**src/include/rtc_params.svh**
```systemverilog
// Constants for the terminal configuration bank: offsets, bit positions,
// reset value and time-out figures.
// Assumes inclusion by bare name from the configuration bank module.
`ifndef RTC_PARAMS_SVH
`define RTC_PARAMS_SVH

// Register map
`define RTC_CFG_OFFSET 16'h0017
`define RTC_CFG_RESET 16'h0000
`define RTC_UNMAPPED_READ 16'h0000

// Field positions inside the configuration word
`define RTC_TOSEL_HI 15
`define RTC_TOSEL_LO 14
`define RTC_INHA_BIT 13
`define RTC_INHB_BIT 12

// No-response time-outs in microseconds, per selector code
`define RTC_TO_00_US 57
`define RTC_TO_01_US 62
`define RTC_TO_10_US 122
`define RTC_TO_11_US 180

// Bus dead times in microseconds, per selector code
`define RTC_DEAD_00_US 15
`define RTC_DEAD_01_US 20
`define RTC_DEAD_10_US 80
`define RTC_DEAD_11_US 138

// Each embedded word inside the span, microseconds
`define RTC_EMBED_WORD_US 20

// System clock rate in MHz, cycles per microsecond
`define RTC_CLK_MHZ 250

// Timer width, wide enough for the longest time-out
`define RTC_TMR_W 16

`endif

```
**src/include/rtc_pkg.sv**
```systemverilog
// Types shared by the configuration bank and its time-out timer.
// Assumes the constants header sits on the include path.
package rtc_pkg;

    // Selector codes for the RT-to-RT time-out
    typedef enum logic [1:0]
    {
        RTC_TO_57 = 2'b00,
        RTC_TO_62 = 2'b01,
        RTC_TO_122 = 2'b10,
        RTC_TO_180 = 2'b11
    } rtc_tosel_t;

    // Timer states
    typedef enum logic [0:0]
    {
        RTC_TMR_IDLE = 1'b0,
        RTC_TMR_WAIT = 1'b1
    } rtc_tmr_state_t;

    // Per-bus inhibit pair
    typedef struct packed
    {
        logic tx;
        logic rx;
    } rtc_inhibit_t;

endpackage

```
**src/include/rtc_timer_if.sv**
```systemverilog
// Control link between the configuration bank and the time-out timer.
// Both ends run on the same system clock.
`timescale 1ns/1ps
interface rtc_timer_if #(
    parameter int CW = 16
);
    logic start; // Pulse: mid-parity of RT-RT receive command
    logic sync; // Pulse: mid-sync of first data word
    logic [CW-1:0] limit; // Time-out in cycles
    logic expired; // Pulse: no data word in time
    logic running; // Timer armed

    modport ctrl (output start, output sync, output limit,
                  input expired, input running);
    modport tmr (input start, input sync, input limit,
                 output expired, output running);
endinterface

```
**src/hw/rtc_timeout_timer.sv**
```systemverilog
// No-response timer for RT-to-RT receive commands.
// Assumes start and sync are one-cycle pulses on the system clock.
`timescale 1ns/1ps
module rtc_timeout_timer #(
    parameter int CW = 16
) (
    input wire logic clk_sys_i,
    input wire logic reset_i,
    input wire logic ce_i,
    rtc_timer_if.tmr tif
);
    import rtc_pkg::*;

    rtc_tmr_state_t state_q, state_d; // Armed or idle
    logic [CW-1:0] count_q, count_d; // Cycles left before expiry
    logic expired_q, expired_d; // Registered expiry pulse

    // Next state; the limit is taken once so a selector change mid-message
    // cannot stretch or cut the running span
    always_comb
    begin
        state_d = state_q;
        count_d = count_q;
        expired_d = 1'b0;
        if (tif.start)
        begin
            // Fresh receive command restarts the span
            state_d = RTC_TMR_WAIT;
            count_d = tif.limit - {{(CW-1){1'b0}}, 1'b1};
        end
        else
        begin
            unique case (state_q)
                RTC_TMR_IDLE:
                begin
                    count_d = count_q;
                end
                RTC_TMR_WAIT:
                begin
                    if (tif.sync)
                    begin
                        // Data word arrived in time
                        state_d = RTC_TMR_IDLE;
                    end
                    else if (count_q == '0)
                    begin
                        state_d = RTC_TMR_IDLE;
                        expired_d = 1'b1;
                    end
                    else
                    begin
                        count_d = count_q - {{(CW-1){1'b0}}, 1'b1};
                    end
                end
            endcase
        end
    end

    // Registers; clock enable freezes everything
    always_ff @(posedge clk_sys_i)
    begin
        if (reset_i)
        begin
            state_q <= RTC_TMR_IDLE;
            count_q <= '0;
            expired_q <= 1'b0;
        end
        else if (ce_i)
        begin
            state_q <= state_d;
            count_q <= count_d;
            expired_q <= expired_d;
        end
    end

    assign tif.running = (state_q == RTC_TMR_WAIT);
    assign tif.expired = expired_q;

    // Embedded words do not restart the count
    a_count_no_restart: assert property (@(posedge clk_sys_i)
        disable iff (reset_i)
        (ce_i && tif.running && !tif.start && !tif.sync && count_q != '0)
        |=> (count_q == $past(count_q) - {{(CW-1){1'b0}}, 1'b1}))
        else $error("timer count did not step down");

    a_sync_no_expiry: assert property (@(posedge clk_sys_i)
        disable iff (reset_i)
        (ce_i && tif.running && tif.sync && !tif.start)
        |=> (!tif.running && !tif.expired))
        else $error("sync did not stop the timer");

endmodule // rtc_timeout_timer

```
**src/hw/rtc_bus_timeout_inhibit_cfg.sv**
```systemverilog
// Upper configuration bits of the remote terminal: RT-to-RT time-out
// select and per-bus inhibit, plus the time-out supervisor.
// Assumes the host port decoder presents single-cycle register strobes
// on the system clock; protocol decoder supplies mid-bit event pulses.
//
// Behaviour
// - Selector codes map to 57/62/122/180 us.
// - Time from command mid-parity to data mid-sync.
// - Embedded command and status fall inside span.
// - Bus B inhibit bit inhibits per scope.
// - Scope chooses tx+rx or tx-only inhibit.
// - Bus B clear unless terminal bit, pin or master bit.
// - Bus A inhibit works the same way.
// - Fields read/write, reset to zero.
`timescale 1ns/1ps
`include "rtc_params.svh"
module rtc_bus_timeout_inhibit_cfg #(
    parameter logic [15:0] TO_CYC_0 = 16'(`RTC_TO_00_US * `RTC_CLK_MHZ),
    parameter logic [15:0] TO_CYC_1 = 16'(`RTC_TO_01_US * `RTC_CLK_MHZ),
    parameter logic [15:0] TO_CYC_2 = 16'(`RTC_TO_10_US * `RTC_CLK_MHZ),
    parameter logic [15:0] TO_CYC_3 = 16'(`RTC_TO_11_US * `RTC_CLK_MHZ)
) (
    input wire logic clk_sys_i,
    input wire logic reset_i,
    input wire logic ce_i,
    // Register access
    input wire logic [15:0] reg_addr_i,
    input wire logic reg_wr_i,
    input wire logic reg_rd_i,
    input wire logic [15:0] reg_wdata_i,
    output logic [15:0] reg_rdata_o,
    // Master-level settings, same clock
    input wire logic inhibit_scope_select_i,
    input wire logic master_bus_a_inhibit_i,
    input wire logic master_bus_b_inhibit_i,
    // Device pins, asynchronous
    input wire logic bus_a_transmit_inhibit_pin_i,
    input wire logic bus_b_transmit_inhibit_pin_i,
    // Protocol events
    input wire logic rt_rt_receive_i,
    input wire logic cmd_parity_mid_i,
    input wire logic data_sync_mid_i,
    // Results
    output rtc_pkg::rtc_inhibit_t bus_a_inhibit_o,
    output rtc_pkg::rtc_inhibit_t bus_b_inhibit_o,
    output logic rt_rt_timeout_o
);
    import rtc_pkg::*;

    // Stored configuration fields
    rtc_tosel_t tosel_q, tosel_d; // Time-out selector
    logic inha_q, inha_d; // Terminal bus A inhibit
    logic inhb_q, inhb_d; // Terminal bus B inhibit
    logic [15:0] rdata_q, rdata_d; // Read data register
    logic [15:0] cfg_word; // Assembled word; other bits read zero
    logic cfg_hit; // Address decode

    // Inhibit outputs
    rtc_inhibit_t inh_a_q, inh_a_d;
    rtc_inhibit_t inh_b_q, inh_b_d;

    // Pin synchronisers
    logic pin_a_meta_q, pin_a_sync_q;
    logic pin_b_meta_q, pin_b_sync_q;

    // Global and combined inhibit requests
    logic glob_a, glob_b;
    logic req_a, req_b;

    // Time-out link
    logic [15:0] limit_w;
    rtc_timer_if #(.CW(`RTC_TMR_W)) tif ();

    assign cfg_hit = (reg_addr_i == `RTC_CFG_OFFSET);

    // Only the upper four bits exist here; lower bits read as zero
    always_comb
    begin
        cfg_word = `RTC_CFG_RESET;
        cfg_word[`RTC_TOSEL_HI:`RTC_TOSEL_LO] = tosel_q;
        cfg_word[`RTC_INHA_BIT] = inha_q;
        cfg_word[`RTC_INHB_BIT] = inhb_q;
    end

    // Register write and read next values
    always_comb
    begin
        tosel_d = tosel_q;
        inha_d = inha_q;
        inhb_d = inhb_q;
        rdata_d = rdata_q;
        if (reg_wr_i && cfg_hit)
        begin
            // Host write of the fields
            tosel_d = rtc_tosel_t'(reg_wdata_i[`RTC_TOSEL_HI:`RTC_TOSEL_LO]);
            inha_d = reg_wdata_i[`RTC_INHA_BIT];
            inhb_d = reg_wdata_i[`RTC_INHB_BIT];
        end
        if (reg_rd_i)
        begin
            // Unmapped addresses answer zero
            rdata_d = cfg_hit ? cfg_word : `RTC_UNMAPPED_READ;
        end
    end

    // Configuration registers, zero after reset
    always_ff @(posedge clk_sys_i)
    begin
        if (reset_i)
        begin
            tosel_q <= RTC_TO_57;
            inha_q <= 1'b0;
            inhb_q <= 1'b0;
            rdata_q <= `RTC_CFG_RESET;
        end
        else if (ce_i)
        begin
            tosel_q <= tosel_d;
            inha_q <= inha_d;
            inhb_q <= inhb_d;
            rdata_q <= rdata_d;
        end
    end

    // Two-stage synchronisers for the inhibit pins
    always_ff @(posedge clk_sys_i)
    begin
        if (reset_i)
        begin
            pin_a_meta_q <= 1'b0;
            pin_a_sync_q <= 1'b0;
            pin_b_meta_q <= 1'b0;
            pin_b_sync_q <= 1'b0;
        end
        else if (ce_i)
        begin
            pin_a_meta_q <= bus_a_transmit_inhibit_pin_i;
            pin_a_sync_q <= pin_a_meta_q;
            pin_b_meta_q <= bus_b_transmit_inhibit_pin_i;
            pin_b_sync_q <= pin_b_meta_q;
        end
    end

    // Inhibit decision; scope low blocks both ways, high transmit only.
    // Global sources follow the same scope as the terminal bit.
    always_comb
    begin
        glob_a = pin_a_sync_q || master_bus_a_inhibit_i;
        glob_b = pin_b_sync_q || master_bus_b_inhibit_i;
        req_a = inha_q || glob_a;
        req_b = inhb_q || glob_b;
        inh_a_d.tx = req_a;
        inh_a_d.rx = req_a && !inhibit_scope_select_i;
        inh_b_d.tx = req_b;
        inh_b_d.rx = req_b && !inhibit_scope_select_i;
    end

    // Registered inhibit outputs
    always_ff @(posedge clk_sys_i)
    begin
        if (reset_i)
        begin
            inh_a_q <= '0;
            inh_b_q <= '0;
        end
        else if (ce_i)
        begin
            inh_a_q <= inh_a_d;
            inh_b_q <= inh_b_d;
        end
    end

    // Selector decode into cycles
    always_comb
    begin
        unique case (tosel_q)
            RTC_TO_57: limit_w = TO_CYC_0;
            RTC_TO_62: limit_w = TO_CYC_1;
            RTC_TO_122: limit_w = TO_CYC_2;
            RTC_TO_180: limit_w = TO_CYC_3;
        endcase
    end

    // Span opens at receive-command mid-parity only; the embedded transmit
    // command and the status word are not restart points, so their 20 us
    // each stay inside the span
    assign tif.start = rt_rt_receive_i && cmd_parity_mid_i;
    assign tif.sync = data_sync_mid_i;
    assign tif.limit = limit_w;

    rtc_timeout_timer #(.CW(`RTC_TMR_W)) u_timer (
        .clk_sys_i(clk_sys_i),
        .reset_i(reset_i),
        .ce_i(ce_i),
        .tif(tif)
    );

    // Expiry pulse tells the receiver to drop the message, no status
    assign rt_rt_timeout_o = tif.expired;
    assign reg_rdata_o = rdata_q;
    assign bus_a_inhibit_o = inh_a_q;
    assign bus_b_inhibit_o = inh_b_q;

    // Checks
    a_tosel_decode: assert property (@(posedge clk_sys_i)
        disable iff (reset_i)
        (tosel_q == RTC_TO_180) |-> (limit_w == TO_CYC_3))
        else $error("selector 11 gave wrong limit");

    a_start_parity: assert property (@(posedge clk_sys_i)
        disable iff (reset_i)
        (ce_i && rt_rt_receive_i && cmd_parity_mid_i) |=> tif.running)
        else $error("timer not armed at mid-parity");

    a_inhb_scope: assert property (@(posedge clk_sys_i)
        disable iff (reset_i)
        (ce_i && inhb_q) |=> (bus_b_inhibit_o.tx &&
        (bus_b_inhibit_o.rx == !$past(inhibit_scope_select_i))))
        else $error("bus B inhibit not per scope");

    a_scope_txonly: assert property (@(posedge clk_sys_i)
        disable iff (reset_i)
        (ce_i && inhibit_scope_select_i) |=> !bus_a_inhibit_o.rx)
        else $error("tx-only scope blocked receive");

    a_inhb_clear: assert property (@(posedge clk_sys_i)
        disable iff (reset_i)
        (ce_i && !inhb_q && !pin_b_sync_q && !master_bus_b_inhibit_i)
        |=> (bus_b_inhibit_o == '0))
        else $error("bus B inhibited with no source");

    a_inha_follow: assert property (@(posedge clk_sys_i)
        disable iff (reset_i)
        ce_i |=> (bus_a_inhibit_o.tx ==
        $past(inha_q || pin_a_sync_q || master_bus_a_inhibit_i)))
        else $error("bus A inhibit wrong");

    a_write_back: assert property (@(posedge clk_sys_i)
        disable iff (reset_i)
        (ce_i && reg_wr_i && cfg_hit && !reg_rd_i) ##1
        (ce_i && reg_rd_i && cfg_hit && !reg_wr_i)
        |=> (reg_rdata_o[`RTC_TOSEL_HI:`RTC_INHB_BIT] ==
        $past(reg_wdata_i[`RTC_TOSEL_HI:`RTC_INHB_BIT], 2)))
        else $error("written fields not read back");

    a_reset_zero: assert property (@(posedge clk_sys_i)
        reset_i |=> (cfg_word == `RTC_CFG_RESET && !rt_rt_timeout_o))
        else $error("config not zero after reset");

    a_timeout_pulse: assert property (@(posedge clk_sys_i)
        disable iff (reset_i)
        rt_rt_timeout_o |-> !tif.running ##1 !rt_rt_timeout_o)
        else $error("time-out not a single pulse");

endmodule // rtc_bus_timeout_inhibit_cfg

```
**config.mk**
```make
export PLATFORM = sky130hd
export DESIGN_NAME = rtc_bus_timeout_inhibit_cfg
export DESIGN_NICKNAME = d
export VERILOG_FILES = /design/src/include/rtc_pkg.sv /design/src/include/rtc_timer_if.sv /design/src/hw/rtc_timeout_timer.sv /design/src/hw/rtc_bus_timeout_inhibit_cfg.sv
export VERILOG_INCLUDE_DIRS = /design/src /design/src/include
export SDC_FILE = /design/constraint.sdc
export NUM_CORES = 1
export LEC_CHECK = 0
export ABC_CLOCK_PERIOD_IN_PS = 7220
export BUFFER_PORTS_ARGS = -buffer_cell sky130_fd_sc_hd__clkbuf_2
export CAP_MARGIN = 20
export CORE_ASPECT_RATIO = 0.9
export CORE_UTILIZATION = 55
export CTS_CLUSTER_DIAMETER = 100
export DETAILED_ROUTE_END_ITERATION = 8
export PLACE_DENSITY = 0.95
export SLEW_MARGIN = 40
export SYNTH_ARGS = -nofsm -noshare
export SYNTH_HDL_FRONTEND = slang
export SYNTH_SLANG_ARGS = --single-unit
```
**constraint.sdc**
```tcl
create_clock -name clk_sys_i -period 7.22 [get_ports clk_sys_i]
set_clock_uncertainty 0.05 [all_clocks]
set_input_delay 1.444 -clock clk_sys_i [delete_from_list [all_inputs] [get_ports clk_sys_i]]
set_output_delay 1.444 -clock clk_sys_i [all_outputs]
set_load 0.05 [all_outputs]
```
# Word-level counts from Yosys, hierarchy flattened
# Index checks and enable logic that the tools add are counted.
dict set report word_totals {
  out_inout_bits 21
  reg_bits 46
  in_bits 45
}
dict set report op_classes {
  n_reduce_logical 14
  n_addsub 2
  muxes 14
  n_eq_ne 7
  bitwise_logic 1
}
# op count
set ops {}
lappend ops {{16-bit two-way mux} 5}
lappend ops {{16-bit case mux with 4 select lines} 1}
lappend ops {{16-bit by 1-bit subtractor with 16-bit output (second input constant)} 2}
lappend ops {{16-bit by 5-bit equality test with 1-bit output (second input constant)} 1}
lappend ops {{16-bit zero test} 1}
lappend ops {{1-bit two-way mux} 8}
lappend ops {{3-bit inequality test (second input constant)} 2}
lappend ops {{2-bit equality test (second input constant)} 2}
lappend ops {{1-bit logical AND} 4}
lappend ops {{1-bit logical OR} 4}
lappend ops {{2-bit AND reduction} 2}
lappend ops {{4-bit AND reduction} 1}
lappend ops {{2-bit by 1-bit equality test with 1-bit output (second input constant)} 1}
lappend ops {{2-bit zero test} 1}
lappend ops {{2-bit inequality test (second input constant)} 1}
lappend ops {{1-bit zero test} 1}
lappend ops {{1-bit NOT} 1}

# Longest topological paths before layout
# Gate-level depths: netlist of the first run.
dict set report depth {
  word_depth 5
  ltp_mapped 10
  depth_no_buf 9
}

# By module
# A second synthesis of the first run with hierarchy kept.
dict set report unflattened {
  hier_cells 294
  hier_area_um2 2427.3
}
# module cells_each area_each_um2 instances
set modules_own_cells {}
lappend modules_own_cells {rtc_timeout_timer 192 1505.2 1}
lappend modules_own_cells {rtc_bus_timeout_inhibit_cfg 102 922.1 1}

# Worst setup path after synthesis of the first run
# No wires, ideal clock.
dict set report synth_path {
  path_kind {input to register}
  from {in rt_rt_receive_i}
  to {reg u_timer.count_q[14]}
  stages 9
  slack_ns 3.771
  t_required_ns 7.037
  arrival_ns 3.266
  path_cell_list {and2_1 clkbuf_1 mux2i_1 ha_1 nor2_1 or3_1 o311a_1 a221oi_1 o21ai_0}
}
dict set report synth_via {
  elab_chain_len 3
  elab_cells_between_ends 6
}
# item line
set synth_rtl {}
lappend synth_rtl {{from (decl)} rtc_bus_timeout_inhibit_cfg.sv:40} ;# input wire logic rt_rt_receive_i,
lappend synth_rtl {{1-bit logical AND (*)} rtc_bus_timeout_inhibit_cfg.sv:187} ;# assign tif.start = rt_rt_receive_i && cmd_parity_mid_i;
lappend synth_rtl {{3-bit inequality test (no line) / 2-bit inequality test (equally long branches)} -}
lappend synth_rtl {{4-bit AND reduction (no line)} -}
lappend synth_rtl {{to (signal assigned)} rtc_timeout_timer.sv:71} ;# count_q <= count_d;
lappend synth_rtl {{to (decl)} rtc_timeout_timer.sv:15} ;# logic [CW-1:0] count_q, count_d;
# Every way passes the cells marked *; elsewhere a longest branch is shown, timed or not.
# A chain may end at the register's enable or synchronous reset.

# Worst setup path in the final report of the first run
dict set report layout_path {
  from {in cmd_parity_mid_i}
  to {reg u_timer.count_q[14]}
}
dict set report layout_via {
  elab_chain_len 3
  elab_cells_between_ends 6
}
# item line
set layout_rtl {}
lappend layout_rtl {{from (decl)} rtc_bus_timeout_inhibit_cfg.sv:41} ;# input wire logic cmd_parity_mid_i,
lappend layout_rtl {{1-bit logical AND (*)} rtc_bus_timeout_inhibit_cfg.sv:187}
lappend layout_rtl {{3-bit inequality test (no line) / 2-bit inequality test (equally long branches)} -}
lappend layout_rtl {{4-bit AND reduction (no line)} -}
# Marks and branches as above.

==> flow_summary.json, run 1 <==
{
  "ios": 66,
  "wire_per_inst_microns": 15.7,
  "max_freq_mhz": 274,
  "viasPerCell": 6.28,
  "drc": 0,
  "max_slew_margin": 0.523,
  "yosysTopAreaCellShare": 0.314,
  "worst_path_max_delay_cell": "and2_1",
  "clockBufferDepth": 2,
  "ir_worst_vdd_uv": 155,
  "syn-cell-area_sq_um": 2170,
  "layout-drive-gt1-share": 0.205,
  "diodes": 0,
  "grt_start_max_net_pins": 35,
  "clk_pin_slew_ps": 80,
  "htree_levels": 2,
  "synth_edf_count": 0,
  "critPathTopFamily": "simple AND/OR/NAND/NOR gates",
  "vias": 2154,
  "crit_fanout": 13,
  "r2r-start": "tosel_q[0]",
  "numCtsBuffers": 5,
  "syn_inst": 266,
  "async_flop_share": 0,
  "finalSetupViolCount": 0,
  "whs_path_depth": 2,
  "synth_flop_cell": "dfxtp_1",
  "num_rows": 21,
  "hold_violations": 0,
  "layout.nets": 349,
  "slowest_delay_ps": 520,
  "die_x_microns": 68.2,
  "syn2layout_area_growth_pct": 12.5,
  "cts_tree": "done",
  "post_cts_buffers": 0,
  "drv_cap": 0,
  "synth.largest_area_cell": "dfxtp_1",
  "cts_sinks": 34,
  "rsz0062_at_grt": "no",
  "cts-root-buf": "clkbuf_8",
  "cp-start-kind": "input port",
  "status": "completed",
  "worst_ep_arrival_time_ps": 3750,
  "endpoint_kind": "register",
  "critical_path_buf_inv_count": 1,
  "period_needed_ps": 3650,
  "crit_required_ps": 7330,
  "reg2reg_to": "u_timer.count_q[14]",
  "overflow": 0,
  "die-area_sq_um": 4200,
  "ant_nets": 0,
  "worst_pin_slew_ps": 716,
  "grtUsageTotal": 0.267,
  "rrSetupSlack_ps": 4710,
  "fin_util": 0.650,
  "portBuffers": 41,
  "criticalPathCategory": "in2reg",
  "wirelength_microns": 5380,
  "synth_area_leaders": "dfxtp_1, buf_4, ha_1",
  "synth-seq-cells": 34,
  "hold_start": "reg_rdata_o[12]",
  "grt_pass1_wl_microns": 8280,
  "cts-resized-gates": 0,
  "reg2regPathDepth": 9,
  "routabilityCongestion": 0.974,
  "core_sq_um": 3760,
  "hold_end": "reg_rdata_o[12]",
  "hpwl_microns": 3760,
  "yosysMostFrequentCell": "dfxtp_1",
  "p_per_area_nw_per_um2": 249,
  "fin_tns_setup_ps": 0,
  "post_synth.cell_area_avg_sq_um": 8.16,
  "yosysWarnings": 0,
  "crit_chain": "clkbuf_2 > and2_1 > mux2i_1 > ha_1 > nor2_1 > or3_1 > o311a_1 > a221oi_1 > o21ai_0",
  "yosysSeqAreaShare": 0.314,
  "cts_hold_buf": 0,
  "grt_pass1_vias": 1798,
  "fin_crit_sh": 0.505,
  "insertion_delay_ps": 290,
  "synth.distinct_cells": 60,
  "first_iter_violations": 279,
  "hp-class": "reg2reg",
  "synth_common_cells": "dfxtp_1, nor2_1, nand2_1",
  "initial_core_util": 0.578,
  "leakage_nw": 1.03,
  "antenna_found_initial": 0,
  "die_h_microns": 61.6,
  "drt_pass1_iterations": 5,
  "drv_slew": 0
}
-- power breakdown --
part | internal, mW | total [mW] | switching (mW)
sequential | 0.201 | 0.222 | 0.0214
clock | 0.147 | 0.221 | 0.0739
combinational | 0.0640 | 0.166 | 0.102
total | 0.412 | 0.609 | 0.197
-- layer usage --
metal	track usage	vias to the layer above	routed length [microns]
li1	-	1028	-
met1	0.350	983	2310
met2	0.427	127	2520
met3	0.0648	16	448
met4	0.0982	0	93
met5	0	-	0
-- per-stage QoR --
stage	area, sq um	hold WS [ps]	power (mW)	instances	setup slack (ps)
finish	2440	410	0.609	343	3570
global route	2440	431	0.634	343	3490
CTS	2440	409	0.606	343	3610
detailed placement	2300	398	0.387	335	3300
global placement	2300	391	0.381	335	3340
floorplan	2210	402	0.359	277	3770
-- worst register-to-register path, delay by kind of cell, from the launching register on --
kind | cells | cell delay (ps)
AOI/OAI and AO/OA | 3 | 590
and+or+nand+nor | 2 | 450
buffers and inverters | 1 | 120
muxes | 1 | 170
DFF | 1 | 460
adders and majority gates | 2 | 540
-- cell usage in the layout (no fill, tap or decap), types with 4 or more instances in the layout --
master    count
nor2_1       26
clkbuf_8      6
nor3_1       15
o21ai_0      12
nor4_1        5
dfxtp_1      34
mux2i_1      10
conb_1       12
or3_1         4
clkbuf_2     41
ha_1          8
and3_1        4
a21oi_1      18
nand3_1       7
nand4_1       5
nand2_1      24
a211oi_1      6
inv_1         6
-- registers in the layout, summed over array words and instances (netlist names) --
register and count:
bus_a_inhibit_o 2, u_timer.tif.running 1, tosel_q 2, bus_b_inhibit_o 2, pin_b_sync_q 1, reg_rdata_o 4, pin_a_sync_q 1, u_timer.count_q 16
u_timer.tif.expired 1, inhb_q 1, pin_a_meta_q 1, inha_q 1, pin_b_meta_q 1
-- cell families after synthesis --
kind of cell | share of synthesized area
AOI/OAI and AO/OA | 0.215
muxes | 0.0461
other | 0.00173
adders and majority gates | 0.0461
buffers and inverters | 0.0928
and+or+nand+nor | 0.273
DFF | 0.314
xor gates and xnor gates | 0.0121
-- how the worst max path moves through the flow --
stage	startpoint	endpoint	slack [ps]	cells after the start
finish	cmd_parity_mid_i	u_timer.count_q[14]	3570	9
global route	rt_rt_receive_i	u_timer.count_q[14]	3490	9
CTS	cmd_parity_mid_i	u_timer.count_q[14]	3610	9
detailed placement	cmd_parity_mid_i	u_timer.count_q[14]	3300	9
global placement	cmd_parity_mid_i	u_timer.count_q[14]	3340	9
floorplan	rt_rt_receive_i	u_timer.count_q[14]	3770	9
-- final cells by class --
cell class	count	area, sq um
multi-input combinational	208	1330
tap	46	57.6
timing repair buffer	41	205
clock inverter	2	60.1
clock buffer	6	82.6
inverter	6	22.5
sequential	34	681
fill	293	1320
Note: power is estimated with default switching activity, not from simulation.
==> run 2, diff against run 1 <==
ABC_CLOCK_PERIOD_IN_PS = 3400   (was 7220)
CORE_UTILIZATION = 51   (was 55)
PLACE_DENSITY = 0.91   (was 0.95)
clock period = 3.4 ns   (was 7.22 ns; I/O delays follow)
==> flow_summary.json, run 2 (same netlist as run 1, synthesis figures left out) <==
{
  "ant_nets": 0,
  "rsz0062_at_grt": "no",
  "drv_slew": 0,
  "register_area_sq_um": 681,
  "endpoint_kind": "register",
  "cts_hold_buf": 0,
  "cts_sinks": 34,
  "die_h_microns": 63.9,
  "fin_tns_setup_ps": 0,
  "viasPerCell": 6.26,
  "grt_pass1_vias": 2003,
  "largest_reg_flops": 16,
  "drv_cap": 0,
  "status": "completed",
  "overflow": 0,
  "numCtsBuffers": 5,
  "fin_util": 0.606,
  "hpwl_microns": 3840,
  "die_x_microns": 70.8,
  "final_cell_mix": "clkbuf_2, dfxtp_1, nor2_1",
  "crit_required_ps": 3510,
  "wire_per_inst_microns": 15.5,
  "htree_levels": 2,
  "clockBufferDepth": 2,
  "initial_core_util": 0.533,
  "cts-resized-gates": 0,
  "drt_pass1_iterations": 5,
  "criticalPathCategory": "reg2reg",
  "layout.nets": 352,
  "diodes": 0,
  "ir_worst_vdd_uv": 278,
  "whs_ps": 411,
  "wirelength_microns": 5410,
  "core_sq_um": 4070,
  "worst_path_max_delay_cell": "dfxtp_1",
  "fin_crit_sh": 0.739,
  "top_register": "u_timer.count_q",
  "num_rows": 22,
  "hold_violations": 0,
  "syn2layout_area_growth_pct": 13.7,
  "crit_chain": "inv_1 > ha_1 > mux2i_1 > ha_1 > nor2_1 > or3_1 > o311a_1 > a221oi_1 > o21ai_0",
  "clk_pin_slew_ps": 80,
  "antenna_found_initial": 0,
  "cts-root-buf": "clkbuf_8",
  "vias": 2178,
  "slowest_delay_ps": 470,
  "die-area_sq_um": 4520,
  "n_fill_cell": 338,
  "layout-drive-gt1-share": 0.213,
  "portBuffers": 41,
  "worst_ep_arrival_time_ps": 2620,
  "worst_pin_slew_ps": 732,
  "drc": 0,
  "grtUsageTotal": 0.250,
  "period_needed_ps": 2510,
  "max_freq_mhz": 398,
  "crit_fanout": 7,
  "multiInputGateArea_sq_um": 1330,
  "p_per_area_nw_per_um2": 528,
  "leakage_nw": 1.04,
  "ios": 66,
  "final_common_cell": "clkbuf_2",
  "finalSetupViolCount": 0,
  "p_total_mw": 1.30,
  "post_cts_buffers": 0,
  "cp-start-kind": "register",
  "cts_tree": "done",
  "grt_start_max_net_pins": 35,
  "critPathMostFrequentCell": "ha_1",
  "max_slew_margin": 0.512,
  "routabilityCongestion": 0.925,
  "first_iter_violations": 219,
  "critPathTopFamily": "compound AO/OA/AOI/OAI gates",
  "critical_path_buf_inv_count": 1,
  "insertion_delay_ps": 300,
  "grt_pass1_wl_microns": 8970,
  "hp-class": "reg2reg"
}
[run 2: metal layers]
| metal | global-route usage | vias to the layer above | share of wire |
|---|---|---|---|
| met4 | 0.0800 | 0 | 0.011 |
| met5 | 0 | - | 0 |
| met2 | 0.417 | 147 | 0.47 |
| met1 | 0.310 | 995 | 0.42 |
| met3 | 0.0726 | 8 | 0.099 |
| li1 | - | 1028 | - |
[run 2: metrics by stage]
step | cell area (sq um) | instances | setup WS, ps
after floorplan | 2210 | 277 | 715
after global placement | 2320 | 340 | 655
after detailed placement | 2320 | 340 | 626
after CTS | 2470 | 348 | 877
after global routing | 2470 | 348 | 670
final | 2470 | 348 | 886
[run 2: worst reg2reg max path: stages (launching register included)]
cell,delay [ps]
dfxtp_1,470
inv_1,130
ha_1,300
mux2i_1,170
ha_1,250
nor2_1,100
or3_1,330
o311a_1,290
a221oi_1,200
o21ai_0,100
[run 2: power breakdown]
part	switching, mW	internal, mW
Sequential	0.0462	0.426
Clock	0.164	0.313
Combinational	0.215	0.138
[run 2: cell type report]
type                       count  area share
tap                           48      0.0243
sequential                    34       0.276
timing repair buffer          44      0.0923
clock buffer                   6      0.0335
clock inverter                 2      0.0243
inverter                       6     0.00913
multi-input combinational    208       0.541
[run 2: final timing paths]
path              startpoint  depth (start not counted)                   to  slack (ps)
max               tosel_q[0]                          9  u_timer.count_q[14]         890
min reg2reg  reg_rdata_o[14]                          2      reg_rdata_o[14]         410
min          reg_rdata_o[14]                          2      reg_rdata_o[14]         410
max reg2reg       tosel_q[0]                          9  u_timer.count_q[14]         890
